==> config.mk <==
export PLATFORM = sky130hd
export DESIGN_NAME = tsm_master
export DESIGN_NICKNAME = d
export VERILOG_FILES = /design/src/logic/tsm_pkg.sv /design/src/logic/tsm_master.sv /design/src/logic/tsm_sync.sv
export SDC_FILE = /design/constraint.sdc
export NUM_CORES = 1
export LEC_CHECK = 0
export BUFFER_PORTS_ARGS = -buffer_cell sky130_fd_sc_hd__clkbuf_2
export CORE_UTILIZATION = 60
export CTS_BUF_LIST = sky130_fd_sc_hd__clkbuf_16
export DETAILED_ROUTE_END_ITERATION = 12
export GPL_TIMING_DRIVEN = 0
export PLACE_DENSITY_LB_ADDON = 0.12
export SYNTH_ARGS = -nofsm -noshare
export SYNTH_HDL_FRONTEND = slang
export SYNTH_SLANG_ARGS = --single-unit
==> constraint.sdc <==
create_clock -name clk_sys -period 2.6 [get_ports clk_sys]
set_input_delay 0.26 -clock clk_sys [delete_from_list [all_inputs] [get_ports clk_sys]]
set_output_delay 0.26 -clock clk_sys [all_outputs]
set_load 0.01 [all_outputs]
==> src/logic/tsm_pkg.sv <==
// Purpose: shared constants and types for the temperature sensor master
// Assumes: 100 MHz system clock, sensor on a two-wire serial bus
// Notes: the sensor register map here is used by the master logic and the sensor model
//
// How it works
// - master starts every transfer and drives clock
// - nine clocks per byte: eight data, one acknowledge
// - master starts only when both lines high
// - start: data falls, stop: data rises, clock high
// - data changes only while clock is low
// - receiver pulls data low during ninth clock
// - master reader does not acknowledge last byte
// - write address then pointer byte
// - read reuses pointer or follows pointer write
// - complete byte and acknowledge clocks, no gaps
package tsm_pkg;

    // ********************************
    // timing
    // ********************************
    localparam int CLK_NS = 10;
    localparam int T_QUARTER_NS = 2500;
    localparam int QUARTER_CYC = (T_QUARTER_NS + CLK_NS - 1) / CLK_NS;
    localparam int T_FREE_TIMEOUT_US = 10000;
    localparam int FREE_TIMEOUT_CYC = T_FREE_TIMEOUT_US * 1000 / CLK_NS;

    // ********************************
    // sensor register map
    // ********************************
    localparam logic [1:0] PTR_TEMP = 2'h0;
    localparam logic [1:0] PTR_CONF = 2'h1;
    localparam logic [1:0] PTR_LOWER = 2'h2;
    localparam logic [1:0] PTR_UPPER = 2'h3;
    localparam logic [1:0] PTR_RESET = 2'h0;
    localparam logic [15:0] UPPER_THR_RESET = 16'h5000;
    localparam logic [15:0] LOWER_THR_RESET = 16'h4b00;
    localparam logic [7:0] CONF_RESET = 8'h00;
    localparam logic [15:0] THR_KEEP_MASK = 16'hfff0;
    localparam logic [5:0] PTR_UPPER_ZERO = 6'h00;
    localparam logic [3:0] ACK_BIT_IDX = 4'h8;
    localparam logic ADDR_DIR_WRITE = 1'b0;
    localparam logic ADDR_DIR_READ = 1'b1;

    // ********************************
    // types
    // ********************************
    typedef enum logic [1:0] {
        TSM_OP_READ = 2'h0,
        TSM_OP_SETREAD = 2'h1,
        TSM_OP_WRITE = 2'h2,
        TSM_OP_POINT = 2'h3
    } tsm_op_t;

    typedef enum logic [2:0] {
        TSM_IDLE = 3'h0,
        TSM_FREE = 3'h1,
        TSM_START = 3'h3,
        TSM_XFER = 3'h2,
        TSM_STOP = 3'h6,
        TSM_DONE = 3'h7
    } tsm_state_t;

    typedef enum logic [2:0] {
        TSM_SEG_ADDRW = 3'h0,
        TSM_SEG_PTR = 3'h1,
        TSM_SEG_WDATA = 3'h3,
        TSM_SEG_ADDRR = 3'h2,
        TSM_SEG_RDATA = 3'h6
    } tsm_seg_t;

    typedef struct packed {
        tsm_op_t op;
        logic [2:0] dev_sel;
        logic [1:0] ptr;
        logic [15:0] wdata;
    } tsm_cmd_t;

    typedef struct packed {
        logic err;
        logic [15:0] data;
    } tsm_rsp_t;

endpackage : tsm_pkg

==> src/logic/tsm_master.sv <==
// Purpose: bus master that reads and writes the temperature sensor
// Assumes: open-drain lines with pull-ups; no clock stretching
// Notes: one command at a time; answer is a one-cycle pulse
`timescale 1ns/1ns
`default_nettype none
module tsm_master #(
    parameter logic [15:0] QUARTER_CYC = 16'(tsm_pkg::QUARTER_CYC),
    parameter logic [31:0] FREE_TIMEOUT_CYC =
        32'(tsm_pkg::FREE_TIMEOUT_CYC),
    // type code is arbitrary here; set it to the fitted sensor's code
    parameter logic [3:0] DEV_TYPE = 4'h5
) (
    input wire logic clk_sys,
    input wire logic resetn,
    input wire logic ce,
    input wire logic cmd_valid,
    input wire tsm_pkg::tsm_cmd_t cmd,
    output logic cmd_ready,
    output logic rsp_valid,
    output tsm_pkg::tsm_rsp_t rsp,
    output logic [1:0] ptr_mirror,
    input wire logic scl_in,
    output logic scl_out,
    output logic scl_oe,
    input wire logic sda_in,
    output logic sda_out,
    output logic sda_oe
);

    // ********************************
    // state
    // ********************************
    typedef struct packed {
        tsm_pkg::tsm_state_t st;
        tsm_pkg::tsm_seg_t seg;
        logic [1:0] ph;
        logic [15:0] qcnt;
        logic [3:0] bitn;
        logic [7:0] sh;
        logic two;
        tsm_pkg::tsm_cmd_t cmd;
        logic [1:0] ptr_m;
        logic [31:0] tocnt;
        logic scl_oe;
        logic sda_oe;
        logic cmd_ready;
        logic rsp_valid;
        tsm_pkg::tsm_rsp_t rsp;
    } tsm_regs_t;

    tsm_regs_t s_r;
    tsm_regs_t s_nxt;
    logic [1:0] pins_s;
    logic scl_s;
    logic sda_s;

    function automatic logic [7:0] tsm_addr_byte(
        input logic [2:0] sel,
        input logic dir
    );
        tsm_addr_byte = {DEV_TYPE, sel, dir};
    endfunction : tsm_addr_byte

    function automatic logic tsm_is_two(input logic [1:0] p);
        tsm_is_two = (p != tsm_pkg::PTR_CONF);
    endfunction : tsm_is_two

    tsm_sync #(
        .W(2)
    ) u_sync (
        .clk_sys(clk_sys),
        .resetn(resetn),
        .ce(ce),
        .async_in({scl_in, sda_in}),
        .sync_out(pins_s)
    );
    assign scl_s = pins_s[1];
    assign sda_s = pins_s[0];

    // ********************************
    // sequencer
    // ********************************
    always_comb begin
        logic tick;
        logic ack;
        logic [15:0] keep;
        tick = 1'b0;
        ack = 1'b0;
        keep = 16'hffff;
        s_nxt = s_r;
        s_nxt.rsp_valid = 1'b0;
        if (s_r.st != tsm_pkg::TSM_IDLE && s_r.st != tsm_pkg::TSM_DONE) begin
            if (s_r.qcnt == 16'h0000) begin
                tick = 1'b1;
                s_nxt.qcnt = QUARTER_CYC - 16'h0001;
                s_nxt.ph = s_r.ph + 2'h1;
            end else begin
                s_nxt.qcnt = s_r.qcnt - 16'h0001;
            end
        end
        if (s_r.cmd.ptr == tsm_pkg::PTR_LOWER
            || s_r.cmd.ptr == tsm_pkg::PTR_UPPER) begin
            keep = tsm_pkg::THR_KEEP_MASK;
        end
        unique case (s_r.st)
            tsm_pkg::TSM_IDLE: begin
                s_nxt.cmd_ready = 1'b1;
                if (cmd_valid && s_r.cmd_ready) begin
                    s_nxt.cmd_ready = 1'b0;
                    s_nxt.cmd = cmd;
                    s_nxt.rsp = '0;
                    s_nxt.tocnt = 32'h0;
                    s_nxt.qcnt = QUARTER_CYC - 16'h0001;
                    s_nxt.ph = 2'h0;
                    s_nxt.st = tsm_pkg::TSM_FREE;
                    // temperature register is read-only
                    if (cmd.op == tsm_pkg::TSM_OP_WRITE
                        && cmd.ptr == tsm_pkg::PTR_TEMP) begin
                        s_nxt.rsp.err = 1'b1;
                        s_nxt.st = tsm_pkg::TSM_DONE;
                    end
                end
            end
            tsm_pkg::TSM_FREE: begin
                // wait for both lines high for one quarter
                s_nxt.ph = 2'h0;
                if (!(scl_s && sda_s)) begin
                    s_nxt.qcnt = QUARTER_CYC - 16'h0001;
                    s_nxt.tocnt = s_r.tocnt + 32'h1;
                    if (s_r.tocnt >= FREE_TIMEOUT_CYC - 32'h1) begin
                        // stuck line: keep released, report, end the command
                        s_nxt.rsp.err = 1'b1;
                        s_nxt.st = tsm_pkg::TSM_DONE;
                    end
                end else if (tick) begin
                    s_nxt.st = tsm_pkg::TSM_START;
                    if (s_r.cmd.op == tsm_pkg::TSM_OP_READ) begin
                        // preset pointer: straight to the read address
                        s_nxt.seg = tsm_pkg::TSM_SEG_ADDRR;
                        s_nxt.sh = tsm_addr_byte(s_r.cmd.dev_sel,
                            tsm_pkg::ADDR_DIR_READ);
                    end else begin
                        s_nxt.seg = tsm_pkg::TSM_SEG_ADDRW;
                        s_nxt.sh = tsm_addr_byte(s_r.cmd.dev_sel,
                            tsm_pkg::ADDR_DIR_WRITE);
                    end
                end
            end
            tsm_pkg::TSM_START: begin
                // also used for the repeated start before a read
                if (tick) begin
                    unique case (s_r.ph)
                        2'h0: s_nxt.sda_oe = 1'b0;
                        2'h1: s_nxt.scl_oe = 1'b0;
                        2'h2: s_nxt.sda_oe = 1'b1;
                        2'h3: begin
                            s_nxt.scl_oe = 1'b1;
                            s_nxt.bitn = 4'h0;
                            s_nxt.st = tsm_pkg::TSM_XFER;
                        end
                    endcase
                end
            end
            tsm_pkg::TSM_XFER: begin
                if (tick) begin
                    unique case (s_r.ph)
                        2'h0: begin
                            // data moves only with the clock low
                            if (s_r.bitn == tsm_pkg::ACK_BIT_IDX) begin
                                // ack while more bytes are wanted
                                s_nxt.sda_oe =
                                    (s_r.seg == tsm_pkg::TSM_SEG_RDATA)
                                    && s_r.two;
                            end else if (s_r.seg == tsm_pkg::TSM_SEG_RDATA)
                            begin
                                s_nxt.sda_oe = 1'b0;
                            end else begin
                                s_nxt.sda_oe = ~s_r.sh[7];
                            end
                        end
                        2'h1: s_nxt.scl_oe = 1'b0;
                        2'h2: s_nxt.scl_oe = 1'b0;
                        2'h3: begin
                            s_nxt.scl_oe = 1'b1;
                            if (s_r.bitn != tsm_pkg::ACK_BIT_IDX) begin
                                s_nxt.sh = {s_r.sh[6:0], sda_s};
                                s_nxt.bitn = s_r.bitn + 4'h1;
                            end else begin
                                s_nxt.bitn = 4'h0;
                                ack = ~sda_s;
                                if (s_r.seg != tsm_pkg::TSM_SEG_RDATA
                                    && !ack) begin
                                    s_nxt.rsp.err = 1'b1;
                                    s_nxt.st = tsm_pkg::TSM_STOP;
                                end else begin
                                    unique case (s_r.seg)
                                        tsm_pkg::TSM_SEG_ADDRW: begin
                                            s_nxt.seg = tsm_pkg::TSM_SEG_PTR;
                                            s_nxt.sh = {tsm_pkg::PTR_UPPER_ZERO,
                                                s_r.cmd.ptr};
                                        end
                                        tsm_pkg::TSM_SEG_PTR: begin
                                            s_nxt.ptr_m = s_r.cmd.ptr;
                                            unique case (s_r.cmd.op)
                                                tsm_pkg::TSM_OP_WRITE: begin
                                                    s_nxt.seg =
                                                        tsm_pkg::TSM_SEG_WDATA;
                                                    s_nxt.two =
                                                        tsm_is_two(s_r.cmd.ptr);
                                                    s_nxt.sh = s_nxt.two ?
                                                        s_r.cmd.wdata[15:8] :
                                                        s_r.cmd.wdata[7:0];
                                                end
                                                tsm_pkg::TSM_OP_SETREAD: begin
                                                    s_nxt.seg =
                                                        tsm_pkg::TSM_SEG_ADDRR;
                                                    s_nxt.sh = tsm_addr_byte(
                                                        s_r.cmd.dev_sel,
                                                        tsm_pkg::ADDR_DIR_READ);
                                                    s_nxt.ph = 2'h0;
                                                    s_nxt.st =
                                                        tsm_pkg::TSM_START;
                                                end
                                                default: begin
                                                    s_nxt.st =
                                                        tsm_pkg::TSM_STOP;
                                                end
                                            endcase
                                        end
                                        tsm_pkg::TSM_SEG_WDATA: begin
                                            if (s_r.two) begin
                                                s_nxt.two = 1'b0;
                                                s_nxt.sh = s_r.cmd.wdata[7:0]
                                                    & keep[7:0];
                                            end else begin
                                                s_nxt.st = tsm_pkg::TSM_STOP;
                                            end
                                        end
                                        tsm_pkg::TSM_SEG_ADDRR: begin
                                            s_nxt.seg = tsm_pkg::TSM_SEG_RDATA;
                                            s_nxt.two = tsm_is_two(s_r.ptr_m);
                                        end
                                        tsm_pkg::TSM_SEG_RDATA: begin
                                            s_nxt.rsp.data =
                                                {s_r.rsp.data[7:0], s_r.sh};
                                            if (s_r.two) begin
                                                s_nxt.two = 1'b0;
                                            end else begin
                                                s_nxt.st = tsm_pkg::TSM_STOP;
                                            end
                                        end
                                        default: begin
                                            s_nxt.rsp.err = 1'b1;
                                            s_nxt.st = tsm_pkg::TSM_STOP;
                                        end
                                    endcase
                                end
                            end
                        end
                    endcase
                end
            end
            tsm_pkg::TSM_STOP: begin
                if (tick) begin
                    unique case (s_r.ph)
                        2'h0: s_nxt.sda_oe = 1'b1;
                        2'h1: s_nxt.scl_oe = 1'b0;
                        2'h2: s_nxt.sda_oe = 1'b0;
                        2'h3: s_nxt.st = tsm_pkg::TSM_DONE;
                    endcase
                end
            end
            tsm_pkg::TSM_DONE: begin
                s_nxt.scl_oe = 1'b0;
                s_nxt.sda_oe = 1'b0;
                s_nxt.rsp_valid = 1'b1;
                s_nxt.cmd_ready = 1'b1;
                s_nxt.st = tsm_pkg::TSM_IDLE;
            end
            default: begin
                s_nxt.scl_oe = 1'b0;
                s_nxt.sda_oe = 1'b0;
                s_nxt.st = tsm_pkg::TSM_IDLE;
            end
        endcase
    end

    // reset leaves both lines released and the pointer mirror at zero
    always_ff @(posedge clk_sys or negedge resetn) begin
        if (!resetn) begin
            s_r <= '0;
        end else if (ce) begin
            s_r <= s_nxt;
        end
    end

    // ********************************
    // outputs
    // ********************************
    assign cmd_ready = s_r.cmd_ready;
    assign rsp_valid = s_r.rsp_valid;
    assign rsp = s_r.rsp;
    assign ptr_mirror = s_r.ptr_m;
    assign scl_oe = s_r.scl_oe;
    assign sda_oe = s_r.sda_oe;
    // open drain: only ever drive low
    assign scl_out = 1'b0;
    assign sda_out = 1'b0;

endmodule : tsm_master
`default_nettype wire

==> src/logic/tsm_sync.sv <==
// Purpose: two-stage synchroniser for asynchronous pin inputs
// Assumes: inputs idle high, as on a pulled-up bus
// Notes: first stage feeds only the second stage
`timescale 1ns/1ns
`default_nettype none
module tsm_sync #(
    parameter int W = 2
) (
    input wire logic clk_sys,
    input wire logic resetn,
    input wire logic ce,
    input wire logic [W-1:0] async_in,
    output logic [W-1:0] sync_out
);
    genvar i;
    generate
        for (i = 0; i < W; i++) begin : g_bit
            logic meta_r;
            logic hold_r;
            always_ff @(posedge clk_sys or negedge resetn) begin
                if (!resetn) begin
                    meta_r <= 1'b1;
                    hold_r <= 1'b1;
                end else if (ce) begin
                    meta_r <= async_in[i];
                    hold_r <= meta_r;
                end
            end
            assign sync_out[i] = hold_r;
        end
    endgenerate
endmodule : tsm_sync
`default_nettype wire

==> impl_metrics.yaml <==
outcome:
  status: "finished with violations"
  violations: "negative hold slack, negative setup slack"
place:
  hpwl_um: 11720
  place_area_sq_um: 7127
  portBuffers: 51
  routabilityCongestion: 0.9725
  dp_slack_ns: -0.4451
synthesis:
  synth_cell_types: 81
  synth_top_cell_by_area: "dfrtp_1"
  synth-edff-count: 0
  async_reset_ff_frac: 1.000
  ys.warnings.count: 0
  syn-cell-area_sq_um: 6684
  synth-seq-cells: 119
  synth_area_leaders: "dfrtp_1 43%, o21ai_0 4.9%, nand2_1 4.3%, mux2_2 3.7%, nor2_1 3.3%"
  synth_top_area_frac: 0.4306
  syn_inst: 726
  syn-mean-instance-area_sq_um: 9.206
  synth_seq_area_share: 0.4463
  synth-main-ff-cell: "dfrtp_1"
worst_setup_path:
  crit_end: "ptr_mirror[0]"
  worstSetupStartpointType: "flop"
  timing.rr.start: "s_r[98]"
  path_class: "reg2reg"
  worstReg2RegEnd: "ptr_mirror[0]"
  cp.arrival_ns: 2.90
  required_ns: 2.90
  reg2reg_depth: 7
  regToRegSetupSlack_ns: -0.005
  setup.worst_path.end_class: "flop"
  crit_path_max_fanout: 4
  critPathLaunch: "s_r[98]"
sta:
  setup_viol: 2
  slew_violations: 0
  worst_slew_pin_slew_ns: 0.9252
  min_period_ns: 2.605
  grt_setup_unrepaired: "yes"
  fin_hold_ws_ns: -0.04954
  hold_viol_final: 13
  skew_ns: 0.007620
  final.period_utilization: 1.002
  fmax_mhz: 383.9
  slew_headroom: 0.3832
  final.setup.worst_slack_ns: -0.004734
clocking:
  cts.path.max_buffers: 2
  cts_buffers: 17
  root_buffer: "clkbuf_16"
  clk_latency_ns: 0.42
  clock-sinks: 119
  cts_tree: "done"
  path_clk_slew_ns: 0.06
  htreeDepth: 4
finish:
  finalNetCount: 846
  diodes: 0
  postLayoutCellArea_sq_um: 7910
  area_delta_synth_final_pct: 18.35
  drive_gt1_frac: 0.2271
  final_util: 0.7297
  n_fill_cell: 826
global_route:
  first_global_vias: 5568
  antenna_found_initial: 0
  grt_usage: 0.3055
  grt-ovfl-total: 0
  grt_max_degree: 120
  grt_pass1_wl_um: 27190
power:
  p_switching_w: 0.002329
  powerDensity_nw_per_um2: 849.3
  pwr-share-seq: 0.357
  swShare: 0.3467
  ir_drop_mv: 0.6778
  combPwrFrac: 0.297
  p_int_w: 0.004389
  p_leak_nw: 3.513
  p_clk_frac: 0.346
detailed_routing:
  wirelength_um: 16830
  via_count: 5805
  avgViaCountPerCell: 6.053
  wl_per_cell_um: 17.55
  initialDrtViolationCount: 572
  final_antenna_net_count: 0
  drt_pre_antenna_iters: 5
  drcViolationCount: 0
floorplanning:
  num_rows: 38
  dieArea_sq_um: 11570
  chipWidth_um: 107.5
  coreArea_sq_um: 10840
  initial_core_util: 0.6166
  die_h_um: 107.5
  ios: 54
min_path:
  min_path_type: "in2async"
run:
  max_cap_viol_count: 0
==> stage by stage <==
step / setup TNS (ns) / instances / hold slack, ns / power, W
finish: -0.008195 / 959 / -0.04954 / 0.006718
CTS: -0.04920 / 950 / 0.02531 / 0.006626
floorplan: 0 / 727 / -0.03559 / 0.003690
global route: -0.1881 / 959 / 0.06613 / 0.007077
detailed placement: -11.87 / 918 / 0.4667 / 0.004282
global placement: -56.05 / 918 / 0.4631 / 0.004205
==> worst max-delay path, cell delays in order, from the launching register on <==
cell and delay (ns):
dfrtp_2 0.43, or4_4 0.54, nor4b_4 0.36, buf_4 0.18, nand4_4 0.18, nor2_4 0.20
nand4_1 0.20, mux2_4 0.39
==> cells in the mapped netlist (3+ instances only) <==
master / number
ha_1: 11
or3_1: 14
and4_1: 3
a21oi_1: 34
nor3_1: 15
nor2b_1: 7
buf_4: 21
and3_1: 8
dfrtp_1: 115
nand3_1: 27
buf_2: 6
o21ai_1: 4
nand4_1: 14
nand2b_1: 14
nor4_1: 9
clkbuf_1: 24
xor2_1: 14
nor3b_1: 3
nand3b_1: 3
a22oi_1: 3
o31ai_1: 8
a211oi_1: 4
nor2_1: 58
inv_1: 27
nand2_1: 77
dfstp_2: 4
o221ai_1: 3
o21ai_0: 66
and2_1: 7
mux2_2: 22
a22o_1: 16
a31oi_1: 6
mux2i_1: 5
mux2_1: 4
xnor2_1: 6
a32oi_1: 4
==> kinds of logic (layout without fill, tap and decap cells) <==
kind of cell	after synthesis	after routing	share of synthesized area
AND/OR/NAND/NOR	285	285	0.2243
AO/OA/AOI/OAI	178	178	0.1704
flip-flops	119	119	0.4463
buffers and inverters	80	172	0.05897
multiplexers	31	31	0.05129
XOR/XNOR	20	20	0.02621
adder cells (fa/ha/maj)	12	12	0.02209
other	1	2	0.0005610
==> worst min path at each step <==
| stage | endpoint | slack (ns) | cells after the start |
|---|---|---|---|
| after floorplan | cmd_ready | -0.04 | 0 |
| after global routing | s_r[33] | 0.07 | 1 |
| after CTS | s_r[33] | 0.03 | 1 |
| after detailed placement | s_r[33] | 0.47 | 1 |
| final | s_r[33] | -0.05 | 1 |
| after global placement | s_r[62] | 0.46 | 3 |
==> power groups by stage <==
stage / clock [W] / combinational, W / sequential [W]
6_report: 0.00232 / 0.00200 / 0.00240
5_1_grt: 0.00244 / 0.00220 / 0.00244
4_1_cts: 0.00234 / 0.00190 / 0.00239
3_5_place_dp: 0 / 0.00187 / 0.00241
3_3_place_gp: 0 / 0.00180 / 0.00240
2_1_floorplan: 0 / 0.00135 / 0.00234
==> cell usage in the layout, fill, tap and decap left out, types with 10 or more instances in the layout <==
cell / n
a21oi_1: 34
a22o_1: 16
buf_4: 32
clkbuf_1: 18
clkbuf_16: 17
clkbuf_2: 54
dfrtp_1: 113
ha_1: 10
inv_1: 27
mux2_2: 22
nand2_1: 77
nand2b_1: 14
nand3_1: 27
nand4_1: 14
nor2_1: 56
nor3_1: 14
o21ai_0: 65
or3_1: 14
xor2_1: 14
==> layer usage <==
layer	wire length [um]	vias to the layer above	global-route usage	share of wire
met4	310	0	0.1115	0.018
met5	0	-	0	0
li1	-	2768	-	-
met1	7406	2817	0.4037	0.44
met2	8073	190	0.4895	0.48
met3	1038	30	0.07203	0.062
==> final cells by class <==
class | instances | area [sq um] | share of cell area
Sequential cell | 119 | 2985 | 0.3774
Clock inverter | 15 | 161.4 | 0.02040
Multi-Input combinational cell | 528 | 3418 | 0.4321
Buffer | 52 | 304.0 | 0.03844
Tap cell | 140 | 175.2 | 0.02214
Inverter | 27 | 101.3 | 0.01281
Clock buffer | 17 | 425.4 | 0.05378
Timing Repair Buffer | 61 | 339.1 | 0.04287
==> registers in the layout (all words and copies together) (netlist names) <==
signal,count
cmd_ready,1
ptr_mirror,2
rsp,17
rsp_valid,1
s_r,92
scl_oe,1
sda_oe,1
u_sync.g_bit.hold_r,2
u_sync.g_bit.meta_r,2
==> timing repair <==
action | CTS | global route
endpoints found under the hold margin | 0 | 0
hold buffers | 0 | 0
setup buffers | 0 | 10
pin swaps | 0 | 6
endpoints found under the setup margin | 64 | 54
resized for setup | 10 | 28
Note: power is estimated with default switching activity, not from simulation.
